**config.mk**
```make
export PLATFORM = sky130hd
export DESIGN_NAME = qrbs_ctrl_flat
export DESIGN_NICKNAME = d
export VERILOG_FILES = /design/src/qrbs_pkg.sv /design/src/qrbs_if.sv /design/src/qrbs_ctrl.sv /design/src/qrbs_fifo.sv /design/src/flat_wrapper.sv
export SDC_FILE = /design/constraint.sdc
export NUM_CORES = 1
export LEC_CHECK = 0
export BUFFER_PORTS_ARGS = -buffer_cell sky130_fd_sc_hd__buf_2
export CORE_UTILIZATION = 60
export CTS_CLUSTER_SIZE = 14
export DETAILED_ROUTE_END_ITERATION = 10
export PLACE_DENSITY = 0.8
export SYNTH_ARGS = -nofsm -noshare
export SYNTH_HDL_FRONTEND = slang
export SYNTH_HIERARCHICAL = 1
export SYNTH_SLANG_ARGS = --single-unit
export TNS_END_PERCENT = 50
```
**constraint.sdc**
```tcl
create_clock -name core_clk -period 6.06 [get_ports core_clk]
set_clock_uncertainty 0.1 [all_clocks]
set_input_delay 0.606 -clock core_clk [delete_from_list [all_inputs] [get_ports core_clk]]
set_output_delay 0.606 -clock core_clk [all_outputs]
set_load 0.01 [all_outputs]
```
**src/qrbs_pkg.sv**
```systemverilog
// Purpose: Shared constants for the quad rate burst SRAM port
// Assumes: Core clock 200 MHz; link clock made by the controller
// Notes:   x18 word width, small array depth for simulation
package qrbs_pkg;
    // ****************************************
    // Data path sizes
    // ****************************************
    localparam int WORD_W = 18;              // x18 configuration
    localparam int ADDR_W = 6;               // Burst address width
    localparam int BURST  = 4;               // Words per address
    localparam int BEAT_W = 2;               // Beat index width
    localparam int MEM_D  = BURST << ADDR_W; // Words in the array
    localparam int WBUF_W = WORD_W * BURST;  // One whole write burst
    localparam int FIFO_W = ADDR_W + WBUF_W;
    localparam int FIFO_D = 4;

    // ****************************************
    // Read latency in link half-periods
    // ****************************************
    localparam int LAT_LONG  = 5;            // 2.5 link cycles
    localparam int LAT_SHORT = 2;            // 1 link cycle
    localparam int PIPE_D    = LAT_LONG + BURST;

    // ****************************************
    // Link clock timing
    // ****************************************
    localparam int CORE_MHZ     = 200;
    localparam int LINK_HALF_NS = 25;
    localparam int K_HALF = LINK_HALF_NS * CORE_MHZ / 1000;
    localparam int CNT_W  = 3;
    localparam logic [CNT_W-1:0] CNT_LAST   = CNT_W'(K_HALF - 1);
    localparam logic [CNT_W-1:0] LAUNCH_CNT = 3'h1;
    localparam logic [CNT_W-1:0] READY_CNT  = 3'h0;

    // Read slot entry in the device output schedule
    typedef struct packed {
        logic              v;
        logic [ADDR_W-1:0] a;
        logic [BEAT_W-1:0] b;
    } qrbs_slot_type;
endpackage

```
**src/qrbs_if.sv**
```systemverilog
// Purpose: Pins between the burst SRAM and its controller
// Assumes: All pins are one-way; no tristate is needed
// Notes:   Controller drives the link clock pair
`timescale 1ns/1ps
`default_nettype none
interface qrbs_if;
    import qrbs_pkg::*;
    // Clock pair and command
    logic              k;
    logic              k_n;
    logic [ADDR_W-1:0] addr;
    logic              rd_sel_n;
    logic              wr_sel_n;
    logic [WORD_W-1:0] d;
    logic              latency_mode_pin;
    // Read return
    logic [WORD_W-1:0] q;
    logic              read_valid_flag;
    logic              echo_strobe;
    logic              echo_strobe_n;

    modport dev (
        input  k, k_n, addr, rd_sel_n, wr_sel_n, d, latency_mode_pin,
        output q, read_valid_flag, echo_strobe, echo_strobe_n
    );
    modport ctl (
        output k, k_n, addr, rd_sel_n, wr_sel_n, d, latency_mode_pin,
        input  q, read_valid_flag, echo_strobe, echo_strobe_n
    );
endinterface
`default_nettype wire

```
**src/qrbs_ctrl.sv**
```systemverilog
// Purpose: Memory controller end of the quad rate burst port
// Assumes: Device reset together with this end
// Notes:   Makes the link clock pair by dividing core_clk
`timescale 1ns/1ps
`default_nettype none
module qrbs_ctrl
    import qrbs_pkg::*;
(
    // Clock and reset
    input  wire logic              core_clk,
    input  wire logic              rst_n,
    // Configuration
    input  wire logic              long_latency,
    // Write requests
    input  wire logic              wr_valid,
    output logic                   wr_ready,
    input  wire logic [ADDR_W-1:0] wr_addr,
    input  wire logic [WBUF_W-1:0] wr_data,
    // Read requests
    input  wire logic              rd_valid,
    output logic                   rd_ready,
    input  wire logic [ADDR_W-1:0] rd_addr,
    // Read return
    output logic [WORD_W-1:0]      rd_data,
    output logic                   rd_data_valid,
    // Link to the device
    qrbs_if.ctl                    link
);
    typedef struct packed {
        logic [CNT_W-1:0]       cnt;
        logic                   k;
        logic                   k_n;
        logic                   phase;
        logic [ADDR_W-1:0]      addr;
        logic                   rd_sel_n;
        logic                   wr_sel_n;
        logic [WORD_W-1:0]      d;
        logic                   mode;
        logic [WBUF_W-1:0]      wbuf;
        logic [2:0]             wleft;
        logic                   rd_ready;
        logic [2:0]             e_s;
        logic [2:0]             en_s;
        logic [1:0]             v_s;
        logic [1:0][WORD_W-1:0] q_s;
        logic [WORD_W-1:0]      rd_data;
        logic                   rd_data_valid;
    } qrbs_ctl_st_type;

    qrbs_ctl_st_type   st_ff;
    qrbs_ctl_st_type   nxt_st;
    logic              f_valid;
    logic              f_ready;
    logic [FIFO_W-1:0] f_data;
    logic              launch;
    logic              up_rise;
    logic [2:0]        beat;

    // ****************************************
    // Write burst queue
    // ****************************************
    qrbs_fifo #(.WIDTH(FIFO_W), .DEPTH(FIFO_D)) u_wfifo (
        .core_clk  (core_clk),
        .rst_n     (rst_n),
        .in_valid  (wr_valid),
        .in_ready  (wr_ready),
        .in_data   ({wr_addr, wr_data}),
        .out_valid (f_valid),
        .out_ready (f_ready),
        .out_data  (f_data)
    );

    assign link.k                = st_ff.k;
    assign link.k_n              = st_ff.k_n;
    assign link.addr             = st_ff.addr;
    assign link.rd_sel_n         = st_ff.rd_sel_n;
    assign link.wr_sel_n         = st_ff.wr_sel_n;
    assign link.d                = st_ff.d;
    assign link.latency_mode_pin = st_ff.mode;
    assign rd_ready              = st_ff.rd_ready;
    assign rd_data               = st_ff.rd_data;
    assign rd_data_valid         = st_ff.rd_data_valid;

    // Pins change mid half-period, far from the clock edge
    assign launch  = (st_ff.cnt == LAUNCH_CNT);
    assign up_rise = !st_ff.k;
    assign beat    = 3'(BURST) - st_ff.wleft;
    // Pop only in a write slot, in the launch that sends the last beat or later
    assign f_ready = launch && up_rise && st_ff.phase
                     && (st_ff.wleft <= 3'h1);

    // ****************************************
    // Next state
    // ****************************************
    always_comb begin
        nxt_st      = st_ff;
        nxt_st.mode = long_latency;
        // Divider makes the clock pair, complement kept exact
        nxt_st.cnt  = st_ff.cnt + 1'b1;
        if (st_ff.cnt == CNT_LAST) begin
            nxt_st.cnt = '0;
            nxt_st.k   = !st_ff.k;
            nxt_st.k_n = st_ff.k;
            if (!st_ff.k) begin
                nxt_st.phase = !st_ff.phase;
            end
        end
        // Offer the read slot in its launch cycle, set one cycle ahead
        nxt_st.rd_ready = (st_ff.cnt == READY_CNT) && !st_ff.k
                          && !st_ff.phase;
        if (launch) begin
            nxt_st.rd_sel_n = 1'b1;
            nxt_st.wr_sel_n = 1'b1;
            if (st_ff.wleft != '0) begin
                nxt_st.d     = st_ff.wbuf[beat[1:0]*WORD_W +: WORD_W];
                nxt_st.wleft = st_ff.wleft - 1'b1;
            end
            if (up_rise && !st_ff.phase && st_ff.rd_ready
                && rd_valid) begin
                nxt_st.addr     = rd_addr;
                nxt_st.rd_sel_n = 1'b0;
            end
            if (f_ready && f_valid) begin
                nxt_st.addr     = f_data[FIFO_W-1 -: ADDR_W];
                nxt_st.wbuf     = f_data[WBUF_W-1:0];
                nxt_st.wr_sel_n = 1'b0;
                nxt_st.wleft    = 3'(BURST);
            end
        end
        // Return pins cross into core_clk through two flops
        nxt_st.e_s  = {st_ff.e_s[1:0], link.echo_strobe};
        nxt_st.en_s = {st_ff.en_s[1:0], link.echo_strobe_n};
        nxt_st.v_s  = {st_ff.v_s[0], link.read_valid_flag};
        nxt_st.q_s  = {st_ff.q_s[0], link.q};
        nxt_st.rd_data_valid = 1'b0;
        if (((st_ff.e_s[1] && !st_ff.e_s[2])
             || (st_ff.en_s[1] && !st_ff.en_s[2])) && st_ff.v_s[1]) begin
            nxt_st.rd_data       = st_ff.q_s[1];
            nxt_st.rd_data_valid = 1'b1;
        end
    end

    // State register
    always_ff @(posedge core_clk) begin
        if (!rst_n) begin
            st_ff          <= '0;
            st_ff.k_n      <= 1'b1;
            st_ff.rd_sel_n <= 1'b1;
            st_ff.wr_sel_n <= 1'b1;
        end else begin
            st_ff <= nxt_st;
        end
    end
endmodule
`default_nettype wire

```
**src/qrbs_fifo.sv**
```systemverilog
// Purpose: Small valid/ready FIFO for queued write bursts
// Assumes: Same clock on both sides
// Notes:   in_ready comes from a flop, so it lags a pop by one cycle
`timescale 1ns/1ps
`default_nettype none
module qrbs_fifo #(
    parameter int WIDTH = 8,
    parameter int DEPTH = 4
) (
    // Clock and reset
    input  wire logic             core_clk,
    input  wire logic             rst_n,
    // Fill side
    input  wire logic             in_valid,
    output logic                  in_ready,
    input  wire logic [WIDTH-1:0] in_data,
    // Drain side
    output logic                  out_valid,
    input  wire logic             out_ready,
    output logic [WIDTH-1:0]      out_data
);
    localparam int PW = (DEPTH > 1) ? $clog2(DEPTH) : 1;
    localparam logic [PW-1:0] PLAST = PW'(DEPTH - 1);
    localparam logic [PW:0]   CFULL = (PW + 1)'(DEPTH);

    typedef struct packed {
        logic [DEPTH-1:0][WIDTH-1:0] mem;
        logic [PW-1:0]               wp;
        logic [PW-1:0]               rp;
        logic [PW:0]                 cnt;
        logic                        not_full;
    } qrbs_fifo_st_type;

    qrbs_fifo_st_type st_ff;
    qrbs_fifo_st_type nxt_st;
    logic             push;
    logic             pop;

    assign out_valid = (st_ff.cnt != '0);
    assign out_data  = st_ff.mem[st_ff.rp];
    assign in_ready  = st_ff.not_full;

    // ****************************************
    // Pointer and count update
    // ****************************************
    always_comb begin
        nxt_st = st_ff;
        push   = in_valid && st_ff.not_full;
        pop    = out_valid && out_ready;
        if (push) begin
            nxt_st.mem[st_ff.wp] = in_data;
            nxt_st.wp = (st_ff.wp == PLAST) ? '0 : st_ff.wp + 1'b1;
        end
        if (pop) begin
            nxt_st.rp = (st_ff.rp == PLAST) ? '0 : st_ff.rp + 1'b1;
        end
        if (push && !pop) begin
            nxt_st.cnt = st_ff.cnt + 1'b1;
        end else if (pop && !push) begin
            nxt_st.cnt = st_ff.cnt - 1'b1;
        end
        nxt_st.not_full = (nxt_st.cnt != CFULL);
    end

    // State register
    always_ff @(posedge core_clk) begin
        if (!rst_n) begin
            st_ff          <= '0;
            st_ff.not_full <= 1'b1;
        end else begin
            st_ff <= nxt_st;
        end
    end
endmodule
`default_nettype wire

```
**src/flat_wrapper.sv**
```systemverilog
// flat-port wrapper written by rule: the top's interface ports become plain ports
module qrbs_ctrl_flat import qrbs_pkg::*;
  (core_clk, rst_n, long_latency, wr_valid, wr_ready, wr_addr, wr_data, rd_valid, rd_ready, rd_addr, rd_data, rd_data_valid, link_k, link_k_n, link_addr, link_rd_sel_n, link_wr_sel_n, link_d, link_latency_mode_pin, link_q, link_read_valid_flag, link_echo_strobe, link_echo_strobe_n);
  qrbs_if link_i ();
  input  wire logic core_clk;
  input  wire logic rst_n;
  input  wire logic long_latency;
  input  wire logic wr_valid;
  output logic wr_ready;
  input  wire logic [ADDR_W-1:0] wr_addr;
  input  wire logic [WBUF_W-1:0] wr_data;
  input  wire logic rd_valid;
  output logic rd_ready;
  input  wire logic [ADDR_W-1:0] rd_addr;
  output logic [WORD_W-1:0] rd_data;
  output logic rd_data_valid;
  output wire logic [$bits(link_i.k)-1:0] link_k;
  output wire logic [$bits(link_i.k_n)-1:0] link_k_n;
  output wire logic [$bits(link_i.addr)-1:0] link_addr;
  output wire logic [$bits(link_i.rd_sel_n)-1:0] link_rd_sel_n;
  output wire logic [$bits(link_i.wr_sel_n)-1:0] link_wr_sel_n;
  output wire logic [$bits(link_i.d)-1:0] link_d;
  output wire logic [$bits(link_i.latency_mode_pin)-1:0] link_latency_mode_pin;
  input wire logic [$bits(link_i.q)-1:0] link_q;
  input wire logic [$bits(link_i.read_valid_flag)-1:0] link_read_valid_flag;
  input wire logic [$bits(link_i.echo_strobe)-1:0] link_echo_strobe;
  input wire logic [$bits(link_i.echo_strobe_n)-1:0] link_echo_strobe_n;
  assign link_k = link_i.k;
  assign link_k_n = link_i.k_n;
  assign link_addr = link_i.addr;
  assign link_rd_sel_n = link_i.rd_sel_n;
  assign link_wr_sel_n = link_i.wr_sel_n;
  assign link_d = link_i.d;
  assign link_latency_mode_pin = link_i.latency_mode_pin;
  assign link_i.q = link_q;
  assign link_i.read_valid_flag = link_read_valid_flag;
  assign link_i.echo_strobe = link_echo_strobe;
  assign link_i.echo_strobe_n = link_echo_strobe_n;
  qrbs_ctrl u_core (.core_clk(core_clk), .rst_n(rst_n), .long_latency(long_latency), .wr_valid(wr_valid), .wr_ready(wr_ready), .wr_addr(wr_addr), .wr_data(wr_data), .rd_valid(rd_valid), .rd_ready(rd_ready), .rd_addr(rd_addr), .rd_data(rd_data), .rd_data_valid(rd_data_valid), .link(link_i));
endmodule
```
==> impl_metrics.yaml <==
sta:
  clock.fmax_mhz: 368
  tns_ns: 0
  fin_crit_ns: 2.72
  finalSetupViolations: 0
  worstMarginPinSlew_ns: 1.18
  relSlewSlack: 0.202
  post-route-period-util: 0.448
  drv_slew: 0
  hold_ws_ns: 0.165
  hold_viol: 0
  rsz0062_at_grt: "false"
floorplanning:
  num_rows: 66
  die-area_um2: 34100
  initial_core_util: 0.613
  die_h_um: 185
  top_level_ports: 160
  fp.dieW_um: 185
  core_um2: 32700
global_routing:
  grt_max_degree: 192
  grt_pass1_vias: 15166
  use_met3: 0.0421
  grt.busiest_layer: "met2"
  antenna_found_initial: 3
  grtUsageTotal: 0.289
  grt_pass1_wl_mm: 77.7
  grt_util_met1: 0.369
  grt_overflow: 0
  grt_util_met2: 0.491
worst_setup_path:
  startpoint_type: "flip-flop"
  startpoint: "u_core/st_ff[64]"
  timing.rr.end: "u_core/link.d[16]"
  critPathCapture: "u_core/link.d[16]"
  r2r-start: "u_core/st_ff[64]"
  r2r_slack_ns: 3.34
  cp.required_ns: 6.35
  crit_type: "flip-flop to flip-flop"
  r2r_cells: 6
  arrival_ns: 3.01
  cp_max_fo: 20
  crit_path_end_kind: "flip-flop"
yosys:
  synth.avg_cell_area_um2: 9.01
  synth.cell_area_um2: 20000
  synth_adder_area_share: 0.00874
  synth_edf_count: 0
  synth_xor_area_frac: 0.000874
  ys_async_sr_fraction: 0
  synth_top_family_by_area: "simple AND/OR/NAND/NOR gates"
  synth_ff_type: "dfxtp_1"
  yosysWarningCount: 6
  synth_compound_area_frac: 0.120
  ys_seq_area_frac: 0.491
  ys_types: 51
  synth-seq-cells: 492
  synth-simple-area-share: 0.196
  synth.area.mux_share: 0.117
  syn_nets: 2349
  synthCells: 2225
routing:
  avgRoutedWirePerCell_um: 18.0
  wl_mm: 49.1
  drc: 0
  routed_via_density: 5.70
  drt-pass1-iter-count: 10
  num_vias: 15523
  drtIter0Drc: 1592
  drtAntennaViolNets: 0
layout:
  n_fill_cell: 2580
  utilization: 0.670
  layout_common_cells: "778 x nand2_1, 490 x dfxtp_1, 375 x a21oi_1"
  area_delta_synth_final_pct: 9.27
  final_cells: 2723
  drive_above_1_share: 0.200
  ff_latch_area_um2: 9860
  final_common_cell: "nand2_1"
  multi_input_area_um2: 8900
  layout.nets: 2364
cts:
  numClockSinks: 492
  hold_buffers: 0
  htreeDepth: 2
  postCtsSetupBuffers: 0
  numCtsBuffers: 48
  path_clk_slew_ns: 0.06
  cts-root-buf: "clkbuf_16"
  insertion_delay_ns: 0.56
  cts_resized: 0
  cts_buffer_depth: 3
  cts_tree: "built"
outcome:
  status: "complete, no violations"
worst_hold_path:
  hp-class: "input port to flip-flop"
job:
  drv_cap: 0
place:
  io_buffers: 159
  place_inst: 2632
  dp.final_hpwl_mm: 29.4
  gp_congestion: 0.829
power_and_ir_drop:
  p_total_uw: 6860
  powerDensity_nw_per_um2: 313
  power_leakage_uw: 0.00782
  ir_drop_mv: 0.264
## cell usage after synthesis, drive strengths merged, types with 6 or more instances
cell type | count | share of area
and3 | 7 | 0.0022
mux2i | 18 | 0.0090
inv | 14 | 0.0026
and2 | 47 | 0.015
clkbuf | 49 | 0.0092
mux4 | 96 | 0.11
dfxtp | 492 | 0.49
nor2 | 34 | 0.0064
nand2 | 822 | 0.16
o21ai | 6 | 0.0017
buf | 162 | 0.054
nor4 | 6 | 0.0034
ha | 14 | 0.0087
a21oi | 416 | 0.11
nor3 | 8 | 0.0020
## where the power goes
group          switching (uW)  internal, uW  total [uW]
Sequential               49.3          3330        3380
Combinational             301           163         463
Clock                    1250          1770        3010
Total                    1600          5260        6860
## registers in the layout, indices dropped and copies added, names as in the netlist
register	cells
u_core/link.addr	6
u_core/link.d	18
u_core/link.k	1
u_core/link.k_n	1
u_core/link.latency_mode_pin	1
u_core/link.rd_sel_n	1
u_core/link.wr_sel_n	1
u_core/nxt_st	23
u_core/rd_data	18
u_core/rd_data_valid	1
u_core/rd_ready	1
u_core/st_ff	100
u_core/u_wfifo/in_ready	1
u_core/u_wfifo/st_ff	319
## stage by stage
stage          cell area (um^2)  setup slack (ns)
4_1_cts                   21900              3.35
5_1_grt                   21900              3.17
6_report                  21900              3.34
3_5_place_dp              20300              3.16
3_3_place_gp              20300              3.25
2_1_floorplan             20000              3.93
## worst min path at each step
stage	start	to	cells past startpoint
after floorplan	u_core/nxt_st[58]	u_core/nxt_st[59]	1
after global placement	u_core/nxt_st[41]	u_core/st_ff[41]	1
after detailed placement	u_core/nxt_st[38]	u_core/st_ff[38]	1
after CTS	link_read_valid_flag	u_core/nxt_st[56]	2
after global routing	link_read_valid_flag	u_core/nxt_st[56]	2
final	link_read_valid_flag	u_core/nxt_st[56]	2
## worst max-delay path: stages, from the launching register on
cell     delay, ns
dfxtp_1       0.36
buf_4         0.35
inv_1         0.11
ha_1          0.88
mux4_2        0.59
nand2_1       0.10
a21oi_1       0.06
## cells by family after synthesis
group	Yosys count
and+or+nand+nor	943
AOI/OAI and AO/OA	435
DFF	492
xor gates and xnor gates	2
adders and majority gates	14
muxes	114
buffers and inverters	225
## routing by layer
metal	vias to the layer above	routed length, um
li1	7381	-
met1	7425	19900
met2	611	24000
met3	104	3530
met4	2	1670
met5	-	10
## final cells by class
type	count	area share
clock inverters	17	0.00925
well taps	442	0.0252
diodes	2	0.000228
multi-input cells	1508	0.406
repair buffers	176	0.0427
clock buffers	72	0.0636
flip-flops and latches	492	0.450
inverters	14	0.00280
Note: power is estimated with default switching activity, not from simulation.
